## src/inc/rs485_link_config_defines.vh

```
// constants for the rs-485 link configuration and supervision block
`ifndef RS485_LINK_CONFIG_DEFINES_VH
`define RS485_LINK_CONFIG_DEFINES_VH

// register byte addresses
`define ADDR_P1_CFG    8'h00
`define ADDR_P2_CFG    8'h04
`define ADDR_P1_TIM    8'h08
`define ADDR_P2_TIM    8'h0c
`define ADDR_INST      8'h10
`define ADDR_CTRL      8'h14
`define ADDR_IRQ_ST    8'h18
`define ADDR_IRQ_MASK  8'h1c
`define ADDR_INST_NUM  8'h20
`define ADDR_FRAME     8'h24

// port configuration fields
`define CFG_LEN        0
`define CFG_PAR        2:1
`define CFG_STOP       3
`define CFG_PROTO      11:4
`define CFG_ERRH       13:12
`define CFG_STN        23:16
`define CFG_MASK       32'h00ff3fff

// port timing fields
`define TIM_TOUT       5:0
`define TIM_REPLY      14:8
`define TIM_ERRT       25:16
`define TIM_MASK       32'h03ff7f3f

// instance and control fields
`define INST_UP        12:0
`define INST_LO        25:16
`define INST_MASK      32'h03ff1fff
`define CTRL_CLR       1:0
`define CTRL_STORE     3:2
`define CTRL_LOADER    5:4

// interrupt status bits
`define IRQ_ALARM      1:0
`define IRQ_TOUT       3:2
`define IRQ_SAVED      4
`define IRQ_CLEARED    5
`define IRQ_W          6

// reset values
`define REG_RST        32'h00000000
`define IRQ_RST        6'h00

// encodings
`define LEN_8BIT       1'b0
`define STOP_2BIT      1'b0
`define PAR_NONE       2'h0
`define PAR_EVEN       2'h1
`define PAR_ODD        2'h2
`define PROTO_MODBUS   8'h00
`define PROTO_LOADER   8'h01
`define PROTO_GENERAL  8'h02
`define PROTO_BUILDING 8'h03
`define PROTO_BACNET   8'h05
`define PROTO_MUTUAL   8'h32
`define ERRH_TRIP      2'h0
`define ERRH_DELAY     2'h1
`define ERRH_RETRY     2'h2
`define ERRH_CONT      2'h3
`define STORE_NV       2'h0
`define STORE_TEMP     2'h1
`define STORE_SAVE     2'h2
`define CLR_FREQ_BIT   0
`define CLR_RUN_BIT    1

// timing: one tick is 10 ms
`define TICK_DEFAULT   21'd1250000
`define TICKS_PER_S    13'd100
`define TICKS_PER_DS   13'd10

// device instance arithmetic
`define INST_MULT      23'd1000
`define INST_MAX       22'd4194302
`define INST_LO_MIN    10'd128

`endif

```

## src/core/rs485_link_config.v

```verilog
// rs-485 link configuration, supervision, alarm clearing and command source selection
//
// Chosen here: strobed register access and the placing of the registers.
`timescale 1ns/1ps
`default_nettype none
`include "rs485_link_config_defines.vh"

module rs485_link_config #(
  // cycles per 10 ms tick at the default clock; a bench may shrink it
  parameter [20:0] TICK_CYCLES = `TICK_DEFAULT
) (
  input  wire        clk,
  input  wire        reset,
  input  wire [7:0]  addr,
  input  wire [31:0] wdata,
  input  wire        wr,
  input  wire        rd,
  output reg  [31:0] rdata,
  input  wire [1:0]  rx_request,
  input  wire [1:0]  host_access,
  input  wire [1:0]  comm_error,
  input  wire [1:0]  link_cmd_active,
  input  wire        bus_option_alarm,
  input  wire        alarm_reset,
  input  wire        save_all_done,
  output wire [1:0]  data_bits8,
  output wire [3:0]  parity_mode,
  output wire [1:0]  two_stop,
  output wire [1:0]  protocol_ok,
  output wire [1:0]  reply_go,
  output wire [1:0]  comm_alarm,
  output reg         clear_freq_refs,
  output reg         clear_run_bits,
  output reg         nv_write,
  output reg         save_all_start,
  output reg         loader_freq_src,
  output reg         loader_run_src,
  output reg  [21:0] instance_num,
  output reg         irq
);

  reg  [31:0] cfg_q [0:1];
  reg  [31:0] tim_q [0:1];
  reg  [31:0] inst_q;
  reg  [1:0]  clr_sel_q;
  reg  [1:0]  store_q;
  reg  [1:0]  loader_q;
  reg  [5:0]  irq_st_q;
  reg  [5:0]  irq_mask_q;
  reg  [20:0] tick_cnt_q;
  reg         tick_q;
  wire [1:0]  alarm_rise;
  wire [1:0]  tout_fire;
  wire [7:0]  frame_st;

  // shared 10 ms tick; supervision timers tolerate one tick of slack
  always @(posedge clk or posedge reset)
  begin
    if (reset)
    begin
      tick_cnt_q <= 21'h000000;
      tick_q     <= 1'b0;
    end
    else if (tick_cnt_q == TICK_CYCLES - 21'h000001)
    begin
      tick_cnt_q <= 21'h000000;
      tick_q     <= 1'b1;
    end
    else
    begin
      tick_cnt_q <= tick_cnt_q + 21'h000001;
      tick_q     <= 1'b0;
    end
  end

  genvar i;
  generate
    for (i = 0; i < 2; i = i + 1)
    begin : g_port
      wire [7:0]  proto     = cfg_q[i][`CFG_PROTO];
      wire [1:0]  psel      = cfg_q[i][`CFG_PAR];
      wire        is_modbus = (proto == `PROTO_MODBUS);
      wire        is_loader = (proto == `PROTO_LOADER);
      wire [12:0] tout_lim  = {7'h00, tim_q[i][`TIM_TOUT]} * `TICKS_PER_S;
      wire [12:0] errt_lim  = {3'h0, tim_q[i][`TIM_ERRT]} * `TICKS_PER_DS;
      wire        tout_on   = link_cmd_active[i] && (tim_q[i][`TIM_TOUT] != 6'h00);
      wire [1:0]  errh      = cfg_q[i][`CFG_ERRH];
      reg         data8_q;
      reg  [1:0]  par_q;
      reg         stop2_q;
      reg         pok_q;
      reg         reply_busy_q;
      reg  [6:0]  reply_cnt_q;
      reg  [20:0] reply_sub_q;
      reg         reply_q;
      reg  [12:0] tout_cnt_q;
      reg         tout_done_q;
      reg         err_busy_q;
      reg         err_retry_q;
      reg  [12:0] err_cnt_q;
      reg         alarm_q;
      reg         alarm_set;
      wire        tout_hit;
      wire        err_ev;

      // fires once per silence; the done flag holds until access or drop-out
      assign tout_hit = tout_on && tick_q && !tout_done_q
                        && (tout_cnt_q + 13'h0001 >= tout_lim);
      assign err_ev   = link_cmd_active[i] && (comm_error[i] || tout_hit);

      always @(posedge clk or posedge reset)
      begin
        if (reset)
        begin
          data8_q <= 1'b1;
          par_q   <= `PAR_NONE;
          stop2_q <= 1'b1;
          pok_q   <= 1'b1;
        end
        else
        begin
          data8_q <= is_modbus || is_loader || (cfg_q[i][`CFG_LEN] == `LEN_8BIT);
          if (is_loader)
            par_q <= `PAR_EVEN;
          else if (psel == `PAR_EVEN || psel == `PAR_ODD)
            par_q <= psel;
          else
            par_q <= `PAR_NONE;
          if (is_loader)
            stop2_q <= 1'b0;
          else if (is_modbus)
            stop2_q <= (psel == `PAR_NONE);
          else
            stop2_q <= (cfg_q[i][`CFG_STOP] == `STOP_2BIT);
          // code 50 is refused on port one, yet its frame is still derived
          pok_q <= is_modbus || is_loader || proto == `PROTO_GENERAL
                   || proto == `PROTO_BUILDING || proto == `PROTO_BACNET
                   || (proto == `PROTO_MUTUAL && i == 1);
        end
      end

      // exact per-port cycle count so the reply never comes early
      always @(posedge clk or posedge reset)
      begin
        if (reset)
        begin
          reply_busy_q <= 1'b0;
          reply_cnt_q  <= 7'h00;
          reply_sub_q  <= 21'h000000;
          reply_q      <= 1'b0;
        end
        else
        begin
          reply_q <= 1'b0;
          if (rx_request[i])
          begin
            reply_busy_q <= 1'b1;
            reply_cnt_q  <= tim_q[i][`TIM_REPLY];
            reply_sub_q  <= TICK_CYCLES - 21'h000001;
          end
          else if (reply_busy_q)
          begin
            if (reply_cnt_q == 7'h00)
            begin
              reply_busy_q <= 1'b0;
              reply_q      <= 1'b1;
            end
            else if (reply_sub_q == 21'h000000)
            begin
              reply_cnt_q <= reply_cnt_q - 7'h01;
              reply_sub_q <= TICK_CYCLES - 21'h000001;
            end
            else
              reply_sub_q <= reply_sub_q - 21'h000001;
          end
        end
      end

      always @(posedge clk or posedge reset)
      begin
        if (reset)
        begin
          tout_cnt_q  <= 13'h0000;
          tout_done_q <= 1'b0;
        end
        else if (!tout_on || host_access[i])
        begin
          tout_cnt_q  <= 13'h0000;
          tout_done_q <= 1'b0;
        end
        else if (tout_hit)
          tout_done_q <= 1'b1;
        else if (tick_q && !tout_done_q)
          tout_cnt_q <= tout_cnt_q + 13'h0001;
      end

      always @*
      begin
        alarm_set = 1'b0;
        if (err_ev && errh == `ERRH_TRIP)
          alarm_set = 1'b1;
        if (err_busy_q && !(err_retry_q && host_access[i]) && err_cnt_q == 13'h0000)
          alarm_set = 1'b1;
      end

      always @(posedge clk or posedge reset)
      begin
        if (reset)
        begin
          err_busy_q  <= 1'b0;
          err_retry_q <= 1'b0;
          err_cnt_q   <= 13'h0000;
          alarm_q     <= 1'b0;
        end
        else
        begin
          // a retry that sees valid host access ends without an alarm
          if (err_busy_q)
          begin
            if ((err_retry_q && host_access[i]) || err_cnt_q == 13'h0000)
              err_busy_q <= 1'b0;
            else if (tick_q)
              err_cnt_q <= err_cnt_q - 13'h0001;
          end
          else if (err_ev && (errh == `ERRH_DELAY || errh == `ERRH_RETRY))
          begin
            err_busy_q  <= 1'b1;
            err_retry_q <= (errh == `ERRH_RETRY);
            err_cnt_q   <= errt_lim;
          end
          // a new alarm outranks a reset in the same cycle
          if (alarm_set)
            alarm_q <= 1'b1;
          else if (alarm_reset)
            alarm_q <= 1'b0;
        end
      end

      assign data_bits8[i]          = data8_q;
      assign parity_mode[2*i+1:2*i] = par_q;
      assign two_stop[i]            = stop2_q;
      assign protocol_ok[i]         = pok_q;
      assign reply_go[i]            = reply_q;
      assign comm_alarm[i]          = alarm_q;
      assign alarm_rise[i]          = alarm_set && !alarm_q;
      assign tout_fire[i]           = tout_hit;
      assign frame_st[4*i+3:4*i]    = {stop2_q, par_q, data8_q};
    end
  endgenerate

  // instance number: station address of port one if it runs bacnet, else of port two
  // lower 1 to 127 falls back to the station address, as 0 does
  wire        bac_p1   = (cfg_q[0][`CFG_PROTO] == `PROTO_BACNET);
  wire [7:0]  bac_stn  = bac_p1 ? cfg_q[0][`CFG_STN] : cfg_q[1][`CFG_STN];
  wire [9:0]  inst_lo  = inst_q[`INST_LO];
  wire [9:0]  inst_add = (inst_lo >= `INST_LO_MIN) ? inst_lo : {2'b00, bac_stn};
  wire [22:0] inst_sum = {10'h000, inst_q[`INST_UP]} * `INST_MULT + {13'h0000, inst_add};
  wire        any_alarm = (|alarm_rise) || bus_option_alarm;
  wire        wr_store = wr && addr == `ADDR_CTRL;
  wire        saved_ev = (store_q == `STORE_SAVE) && save_all_done;
  wire [5:0]  irq_set  = {any_alarm && clr_sel_q != 2'h0, saved_ev, tout_fire, alarm_rise};
  wire [5:0]  irq_clr  = (wr && addr == `ADDR_IRQ_ST) ? wdata[5:0] : 6'h00;
  wire [5:0]  irq_st_d = (irq_st_q & ~irq_clr) | irq_set;

  always @(posedge clk or posedge reset)
  begin
    if (reset)
    begin
      cfg_q[0]        <= `REG_RST;
      cfg_q[1]        <= `REG_RST;
      tim_q[0]        <= `REG_RST;
      tim_q[1]        <= `REG_RST;
      inst_q          <= `REG_RST;
      clr_sel_q       <= 2'h0;
      store_q         <= `STORE_NV;
      loader_q        <= 2'h0;
      irq_st_q        <= `IRQ_RST;
      irq_mask_q      <= `IRQ_RST;
      rdata           <= `REG_RST;
      clear_freq_refs <= 1'b0;
      clear_run_bits  <= 1'b0;
      nv_write        <= 1'b1;
      save_all_start  <= 1'b0;
      loader_freq_src <= 1'b0;
      loader_run_src  <= 1'b0;
      instance_num    <= 22'h000000;
      irq             <= 1'b0;
    end
    else
    begin
      if (wr && addr == `ADDR_P1_CFG)
        cfg_q[0] <= wdata & `CFG_MASK;
      else if (wr && addr == `ADDR_P2_CFG)
        cfg_q[1] <= wdata & `CFG_MASK;
      else if (wr && addr == `ADDR_P1_TIM)
        tim_q[0] <= wdata & `TIM_MASK;
      else if (wr && addr == `ADDR_P2_TIM)
        tim_q[1] <= wdata & `TIM_MASK;
      else if (wr && addr == `ADDR_INST)
        inst_q <= wdata & `INST_MASK;
      else if (wr && addr == `ADDR_IRQ_MASK)
        irq_mask_q <= wdata[5:0];
      if (wr_store)
      begin
        clr_sel_q <= wdata[`CTRL_CLR];
        loader_q  <= wdata[`CTRL_LOADER];
      end
      // a save in progress cannot be overwritten; selector 3 is ignored
      if (saved_ev)
        store_q <= `STORE_TEMP;
      else if (wr_store && store_q != `STORE_SAVE && wdata[`CTRL_STORE] != 2'h3)
        store_q <= wdata[`CTRL_STORE];
      save_all_start  <= wr_store && store_q != `STORE_SAVE
                         && wdata[`CTRL_STORE] == `STORE_SAVE;
      // nv_write follows the selector one cycle late
      nv_write        <= (store_q == `STORE_NV);
      clear_freq_refs <= any_alarm && clr_sel_q[`CLR_FREQ_BIT];
      clear_run_bits  <= any_alarm && clr_sel_q[`CLR_RUN_BIT];
      loader_freq_src <= loader_q[0];
      loader_run_src  <= loader_q[1];
      if (inst_sum > {1'b0, `INST_MAX})
        instance_num <= `INST_MAX;
      else
        instance_num <= inst_sum[21:0];
      irq_st_q <= irq_st_d;
      irq      <= |(irq_st_d & irq_mask_q);
      // read data stand one cycle, zero otherwise, so a stale word never lingers
      if (!rd)
        rdata <= `REG_RST;
      else if (addr == `ADDR_P1_CFG)
        rdata <= cfg_q[0];
      else if (addr == `ADDR_P2_CFG)
        rdata <= cfg_q[1];
      else if (addr == `ADDR_P1_TIM)
        rdata <= tim_q[0];
      else if (addr == `ADDR_P2_TIM)
        rdata <= tim_q[1];
      else if (addr == `ADDR_INST)
        rdata <= inst_q;
      else if (addr == `ADDR_CTRL)
        rdata <= {26'h0000000, loader_q, store_q, clr_sel_q};
      else if (addr == `ADDR_IRQ_ST)
        rdata <= {26'h0000000, irq_st_q};
      else if (addr == `ADDR_IRQ_MASK)
        rdata <= {26'h0000000, irq_mask_q};
      else if (addr == `ADDR_INST_NUM)
        rdata <= {10'h000, instance_num};
      else if (addr == `ADDR_FRAME)
        rdata <= {20'h00000, comm_alarm, protocol_ok, frame_st};
      else
        rdata <= `REG_RST;
    end
  end

endmodule
`default_nettype wire

```

## config.mk

```make
export PLATFORM = sky130hd
export DESIGN_NAME = rs485_link_config
export DESIGN_NICKNAME = d
export VERILOG_FILES = /design/src/core/rs485_link_config.v
export VERILOG_INCLUDE_DIRS = /design/src /design/src/inc
export SDC_FILE = /design/constraint.sdc
export NUM_CORES = 1
export LEC_CHECK = 0
export BUFFER_PORTS_ARGS = -buffer_cell sky130_fd_sc_hd__buf_2
export CORE_ASPECT_RATIO = 0.5
export CORE_MARGIN = 3
export CORE_UTILIZATION = 62
export DETAILED_ROUTE_END_ITERATION = 10
export PLACE_DENSITY_LB_ADDON = 0.15
export SYNTH_ARGS = -nofsm -noshare
export SYNTH_HDL_FRONTEND = slang
export SYNTH_SLANG_ARGS = --single-unit
```

## constraint.sdc

```tcl
create_clock -name clk -period 19.8 [get_ports clk]
set_input_delay 0 -clock clk [delete_from_list [all_inputs] [get_ports clk]]
set_output_delay 0 -clock clk [all_outputs]
set_load 0.01 [all_outputs]
```

==> flow_metrics.py, run 1 <==
metrics = {
    "placed_design": {
        "port-buffer-count": 116,
        "dp_hpwl_um": 38000,
        "place_area_um2": 21900,
        "gp_congestion": 0.922,
        "pre_cts_ws_ps": 13740,
    },
    "cts": {
        "clock_latency_ps": 590,
        "cts-root-buf": "clkbuf_16",
        "cts_buffers": 31,
        "cts_tree": "yes",
        "cts_buffer_depth": 3,
        "htree_levels": 1,
        "clock_sinks": 338,
        "cts_resized": 0,
        "clkTransAtPathRegs_ps": 70,
    },
    "global_route": {
        "track_usage_pct": 29.1,
        "overflow": 0,
        "grt_first_pass_wirelength_um": 84200,
        "first_global_vias": 15700,
        "antenna_found_initial": 3,
        "grt_max_degree": 126,
    },
    "routing": {
        "dr_wl_met2_um": 24000,
        "wl_met1_um": 23100,
        "wl_per_cell_um": 19.5,
        "routed_wirelength_um": 52300,
        "top_layer_used": "met5",
        "route.met3.wl_um": 3730,
        "first_iter_violations": 1575,
        "ant_nets": 0,
        "via_count": 16500,
        "avgViaCountPerCell": 6.12,
        "drt_drc_violations_left": 0,
        "firstDrtPassIters": 6,
    },
    "logic_synthesis": {
        "ys_warn_count": 0,
        "synth_cell_types": 88,
        "synth.area.top_cells": "dfrtp_1 (39%), ha_1 (10%), mux2_2 (6.3%)",
        "synth-compound-area-share_pct": 13.4,
        "synth-xor-area-share_pct": 5.35,
        "synth_seq_area_share_pct": 40.1,
        "netlist.area_leader.share_pct": 39.2,
        "synth_area_um2": 21100,
        "syn_inst": 2105,
        "syn_avg_cell_area_um2": 10.0,
        "async_flop_share_pct": 100,
        "synth_mux_area_share_pct": 7.63,
        "yosysTopAreaCell": "dfrtp_1",
        "synth_top_family_by_area": "adder cells",
        "synth_flop_cell": "dfrtp_1",
        "synth_edf_count": 0,
        "synth_seq_cells": 338,
        "synthSimpleGateAreaFrac_pct": 14.2,
        "synthAdderAreaFrac_pct": 14.9,
    },
    "setup_path": {
        "cp.required_ps": 20250,
        "arrival_ps": 6540,
        "worstSetupPathType": "register to register",
        "start_kind": "register",
        "worstPathMaxFanout": 21,
        "cp-end-kind": "register",
    },
    "timing": {
        "slew_violations": 0,
        "setup_violations": 0,
        "setup-tns-final_ps": 0,
        "hold_violations": 0,
        "slew_headroom_pct": 16.7,
        "setup_slack_ps": 13710,
        "final.period_utilization_pct": 30.8,
        "fin_hold_ws_ps": 24.9,
        "clock_skew_ps": 18.7,
        "rsz0062_at_grt": "no",
        "fin_crit_ps": 6090,
        "fmax_mhz": 164,
        "tightest_slew_ps": 1250,
    },
    "die": {
        "pin_count": 130,
        "die_h_um": 136,
        "design.core.area_um2": 33300,
        "initial_utilization_pct": 63.4,
        "die_w_um": 267,
        "die-area_um2": 36400,
        "row_count": 47,
    },
    "layout": {
        "final_common_cell": "dfrtp_1",
        "stdcell_area_um2": 23400,
        "fill_cells": 2528,
        "area_growth_syn_to_layout_pct": 10.9,
        "most-common-layout-cells": "dfrtp_1 (331), ha_1 (176), nand2_1 (164), nor2_1 (152), inv_1 (137)",
        "fin_nets": 2499,
        "layout-drive-gt1-share_pct": 14.3,
    },
    "power": {
        "ir_drop_v": 0.0000645,
        "leakage_uw": 0.0115,
        "power.density_nw_per_um2": 76.7,
    },
    "run": {
        "drv_cap": 0,
    },
    "worst_hold_path": {
        "hold_path.class": "input port to register",
    },
    "run_status": {
        "status": "completed",
    },
}
kinds of logic (layout without fill, tap and decap cells):
kind of cell    count (synthesis)  count (layout)
compound gates                433             433
xor+xnor                      129             129
fa+ha+maj                     223             223
buf+inv                       228             363
flops                         338             338
mux                           145             145
other cells                     1               8
simple gates                  608             608
final cells by class:
cell class                      count  area (um2)  area share (%)
Multi-Input combinational cell   1544       11700            50.1
Clock inverter                     16         170           0.727
Tap cell                          441         552            2.36
Clock buffer                       41         883            3.77
Inverter                          139         529            2.26
Antenna cell                        2        5.00          0.0214
Timing Repair Buffer              167        1060            4.54
Sequential cell                   338        8470            36.2
stage by stage:
stage	std cells	total power (uW)	util, %
6_report	2688	1800	70.3
5_1_grt	2688	1880	70.3
4_1_cts	2686	1800	70.3
3_5_place_dp	2589	1170	65.9
3_3_place_gp	2589	1160	65.9
2_1_floorplan	2110	1060	-
timing repair:
| action | in CTS | in global routing |
|---|---|---|
| hold buffers | 40 | 0 |
| setup buffers | 0 | 0 |
| hold endpoints to repair | 312 | 0 |
where the power goes:
part           leakage [uW]  internal (uW)  switching (uW)
clock network      0.000524            353             274
registers           0.00446            746            63.2
logic               0.00655            142             218
total                0.0115           1240             554
cells in the mapped netlist (6+ instances only):
| cell | instances |
|---|---|
| dfrtp_1 | 331 |
| ha_1 | 176 |
| nand2_1 | 164 |
| nor2_1 | 152 |
| inv_1 | 138 |
| a21oi_1 | 127 |
| mux2_2 | 118 |
| xnor2_1 | 71 |
| o21ai_0 | 61 |
| clkbuf_1 | 60 |
| nor3_1 | 58 |
| xor2_1 | 58 |
| nand3_1 | 55 |
| fa_1 | 47 |
| o21ai_1 | 39 |
| a21o_1 | 32 |
| or3_1 | 30 |
| nor4_1 | 25 |
| and3_1 | 22 |
| mux2i_1 | 20 |
| a222oi_1 | 19 |
| nand2b_1 | 19 |
| buf_4 | 18 |
| nand4_1 | 16 |
| a31oi_1 | 13 |
| nor2b_1 | 13 |
| a221oi_1 | 12 |
| o21bai_1 | 12 |
| a21boi_0 | 10 |
| o22ai_1 | 10 |
| o211ai_1 | 9 |
| a211oi_1 | 8 |
| buf_1 | 8 |
| o21a_1 | 8 |
| and4_1 | 7 |
| dfstp_2 | 7 |
| o31ai_1 | 7 |
| a22o_1 | 6 |
| a22oi_1 | 6 |
| and2_1 | 6 |
| mux2_1 | 6 |
| nor3b_1 | 6 |
| o32ai_1 | 6 |
| or3b_1 | 6 |
critical path: stages (launching register included):
cell and delay (ps):
dfrtp_1 520, fa_1 580, fa_1 530, inv_1 50, fa_1 470, fa_1 510
inv_1 40, ha_1 340, xnor2_1 160, ha_1 310, o21ai_0 120, nor2_1 100
o32ai_1 150, nor3_1 490, nand3_1 150, or3_1 390, nor4_4 190, xor2_1 170
buf_4 260, or3b_1 400
state kept, by name, indices dropped and copies added (netlist names), 4 cells and up:
signal and flops:
tim_q 46, cfg_q 44, g_port.reply_sub_q 42, g_port.err_cnt_q 26
g_port.tout_cnt_q 26, rdata 26, inst_q 23, instance_num 22
tick_cnt_q 21, g_port.reply_cnt_q 14, irq_mask_q 6, irq_st_q 6
g_port.par_q 4
final timing paths:
kind,cells past startpoint,endpoint,slack [ps],startpoint
worst max-delay path,19,instance_num[16],13710,inst_q[0]
worst min-delay path,3,save_all_start,20,wr
worst max register to register,19,instance_num[16],13710,inst_q[0]
worst min register to register,1,g_port[0].data8_q,430,cfg_q[32]
max in group asynchronous,5,g_port[0].reply_sub_q[7],17470,reset
min in group asynchronous,3,inst_q[6],140,reset
per-layer routing:
metal  track usage [%]  vias up
li1                  -     7710
met1              41.0     8088
met2              46.9      546
met3              5.17      117
met4              8.12        2
met5                 0        -
(Power assumes the default switching activity.)
==> run 2: changes to the inputs <==
--- a/config.mk
+++ b/config.mk
@@ -6,10 +6,11 @@
 export SDC_FILE = /design/constraint.sdc
 export NUM_CORES = 1
 export LEC_CHECK = 0
+export ABC_AREA = 1
 export BUFFER_PORTS_ARGS = -buffer_cell sky130_fd_sc_hd__buf_2
 export CORE_ASPECT_RATIO = 0.5
 export CORE_MARGIN = 3
-export CORE_UTILIZATION = 62
+export CORE_UTILIZATION = 56
 export DETAILED_ROUTE_END_ITERATION = 10
 export PLACE_DENSITY_LB_ADDON = 0.15
 export SYNTH_ARGS = -nofsm -noshare
==> constraint.sdc (replaced) <==
create_clock -name clk -period 5.3 [get_ports clk]
set_input_delay 0 -clock clk [delete_from_list [all_inputs] [get_ports clk]]
set_output_delay 0 -clock clk [all_outputs]
set_load 0.01 [all_outputs]
==> run 2 against run 1 <==
Against the previous run: sequential cell count is the same; final area grew 4.7%; critical path depth grew 6; largest power group unchanged; highest routed layer unchanged; via count grew 14%; worst setup slack lost 13000 ps.
==> flow_metrics.py, run 2 <==
metrics = {
    "die": {
        "initial_utilization_pct": 57.5,
        "die_w_um": 284,
        "die-area_um2": 41300,
        "die_h_um": 145,
        "design.core.area_um2": 37800,
        "pin_count": 130,
        "row_count": 50,
    },
    "power": {
        "p_switching_uw": 2420,
        "sw_frac_of_total_pct": 33.1,
        "intPower_uw": 4880,
        "seq_power_share_pct": 42.7,
        "power.density_nw_per_um2": 297,
        "power_uw": 7290,
        "clkPwrFrac_pct": 32.5,
        "p_comb_share_pct": 24.8,
        "ir_drop_v": 0.000236,
        "leakage_uw": 0.0127,
    },
    "cts": {
        "cts_buffer_depth": 3,
        "htree_levels": 1,
        "cts_buffers": 31,
        "clkTransAtPathRegs_ps": 70,
        "clock_latency_ps": 600,
        "cts-root-buf": "clkbuf_16",
        "clock_sinks": 338,
        "cts_tree": "yes",
    },
    "setup_path": {
        "cp.required_ps": 5750,
        "slowest_stage": "fa_1",
        "r2r_cells": 25,
        "start_kind": "register",
        "r2r_setup_slack_ps": 250,
        "worstSetupPathType": "register to register",
        "worstPathMaxFanout": 21,
        "arrival_ps": 5500,
        "r2r_start": "inst_q[2]",
        "r2r_end": "instance_num[0]",
        "critPathMaxStageDelay_ps": 520,
        "cp-end-kind": "register",
    },
    "worst_hold_path": {
        "min_to": "rdata[15]",
        "hold_start": "addr[4]",
        "hold_depth": 5,
        "hold_path.class": "input port to register",
    },
    "global_route": {
        "grtUsageMet2_pct": 43.1,
        "antenna_found_initial": 1,
        "grt_first_pass_wirelength_um": 92300,
        "grtUsageMet1_pct": 39.0,
        "overflow": 0,
        "grt_busiest_layer": "met2",
        "first_global_vias": 17900,
        "grt_max_degree": 144,
        "met3_usage_pct": 5.59,
        "track_usage_pct": 27.4,
    },
    "timing": {
        "clock_skew_ps": 22.2,
        "setup_violations": 0,
        "tightest_slew_ps": 1200,
        "fmax_mhz": 198,
        "hold_violations": 0,
        "final.period_utilization_pct": 95.2,
        "fin_hold_ws_ps": 41.3,
        "slew_violations": 0,
        "slew_headroom_pct": 19.8,
        "fin_crit_ps": 5050,
    },
    "layout": {
        "largest-register": "tim_q",
        "top_regs": "tim_q (46), cfg_q (44), g_port.reply_sub_q (42)",
        "area_growth_syn_to_layout_pct": 12.9,
        "fin_nets": 3141,
        "diodes": 0,
        "final_common_cell": "nand2_1",
        "largest_reg_flops": 46,
        "layout-drive-gt1-share_pct": 10.6,
        "most-common-layout-cells": "nand2_1 (526), inv_1 (416), dfrtp_1 (329), o21ai_0 (256), nor2_1 (212)",
    },
    "placed_design": {
        "dp_hpwl_um": 42000,
        "gp_congestion": 0.908,
        "port-buffer-count": 116,
    },
    "routing": {
        "wl_per_cell_um": 16.7,
        "firstDrtPassIters": 6,
        "avgViaCountPerCell": 5.50,
        "ant_nets": 0,
        "drt_drc_violations_left": 0,
        "routed_wirelength_um": 56800,
        "via_count": 18700,
        "first_iter_violations": 1658,
    },
    "logic_synthesis": {
        "synth_seq_area_share_pct": 39.0,
        "synth_edf_count": 0,
        "synth.most_common_cell": "nand2_1",
        "synth_common_cells": "nand2_1 (530), inv_1 (422), dfrtp_1 (331)",
        "async_flop_share_pct": 100,
        "syn_inst": 2706,
        "synth_area_um2": 21700,
        "synth_seq_cells": 338,
        "synth.area.top_cells": "dfrtp_1 (38%), ha_1 (10%), nand2_1 (9.2%)",
        "ys_warn_count": 0,
        "synth_cell_types": 62,
        "syn_avg_cell_area_um2": 8.02,
        "netlist.area_leader.share_pct": 38.1,
        "synth_flop_cell": "dfrtp_1",
        "yosysTopAreaCell": "dfrtp_1",
    },
    "run": {
        "drv_cap": 0,
    },
    "run_status": {
        "status": "completed",
    },
}
-- run 2: changes by cell type after synthesis, sizes merged, moves of 20 or more --
| cell | previous run | this run |
|---|---|---|
| o22ai | 10 | 32 |
| a21o | 32 | 7 |
| and3 | 22 | 2 |
| or3 | 30 | 2 |
| nor3 | 60 | 32 |
| nand2 | 164 | 542 |
| nand3 | 55 | 174 |
| mux2 | 125 | 2 |
| inv | 139 | 425 |
| nor2 | 152 | 225 |
| xnor2 | 71 | 14 |
| o21ai | 100 | 261 |
-- run 2: final cells by class --
class                      instances  area (um2)
sequential                       338        8470
fill                            3320       13300
clock inverter                    14         194
clock buffer                      44         865
inverter                         428        1610
multi-input combinational       1862       11300
tap                              520         651
timing repair buffer             202        1390
-- run 2: per-stage QoR --
stage | utilization [%] | instance area, um2 | setup WS (ps) | TNS (ps) | instances
4_1_cts | 64.5 | 24400 | 134 | 0 | 3400
2_1_floorplan | - | 21700 | 422 | 0 | 2711
6_report | 64.9 | 24500 | 254 | 0 | 3408
3_5_place_dp | 60.5 | 22800 | 148 | 0 | 3295
5_1_grt | 64.9 | 24500 | -29.6 | -29.6 | 3408
3_3_place_gp | 60.5 | 22800 | 238 | 0 | 3295
-- run 2: what timing repair did --
action                                  4_1_cts  5_1_grt
hold buffers                                 47        0
resized for setup                             0       26
hold endpoints to repair                    230        0
buffers inserted                              0        8
endpoints found under the setup margin        0       31
-- run 2: how the worst max path moves through the flow --
stage / from / end / depth (start not counted)
floorplan: inst_q[0] / instance_num[15] / 25
global placement: inst_q[0] / instance_num[0] / 27
detailed placement: inst_q[0] / instance_num[0] / 27
CTS: inst_q[0] / instance_num[0] / 27
global route: inst_q[1] / instance_num[0] / 31
finish: inst_q[2] / instance_num[0] / 25
-- run 2: routing by layer --
metal / share of wire [%] / up-vias
met4: 2.5 / 2
met1: 45 / 8906
met2: 45 / 570
li1: - / 9165
met3: 7.5 / 100
met5: 0.021 / -
-- run 2: power groups by stage --
stage                     Combinational [uW]  Clock, uW  Sequential (uW)
after global placement                  1680          0             3150
after global routing                    2090       2500             3140
after CTS                               1780       2400             3100
final                                   1810       2370             3110
after floorplan                         1310          0             3090
after detailed placement                1730          0             3150
-- run 2: critical path: cells and delay by family (launching register included) --
kind | cells | cell delay (ps)
DFF | 1 | 400
buffers and inverters | 4 | 400
AOI/OAI and AO/OA | 1 | 90
adders and majority gates | 6 | 2620
xor gates and xnor gates | 1 | 160
and+or+nand+nor | 13 | 1240
-- run 2: cell families (layout without fill, tap and decap cells) --
| group | Yosys count | count (layout) | share of synthesized area (%) |
|---|---|---|---|
| xor gates and xnor gates | 61 | 61 | 2.50 |
| DFF | 338 | 338 | 39.0 |
| buffers and inverters | 511 | 688 | 9.31 |
| AOI/OAI and AO/OA | 511 | 511 | 13.1 |
| adders and majority gates | 223 | 223 | 14.5 |
| and+or+nand+nor | 1056 | 1056 | 21.3 |
| muxes | 5 | 5 | 0.242 |
| other | 1 | 6 | 0.0173 |
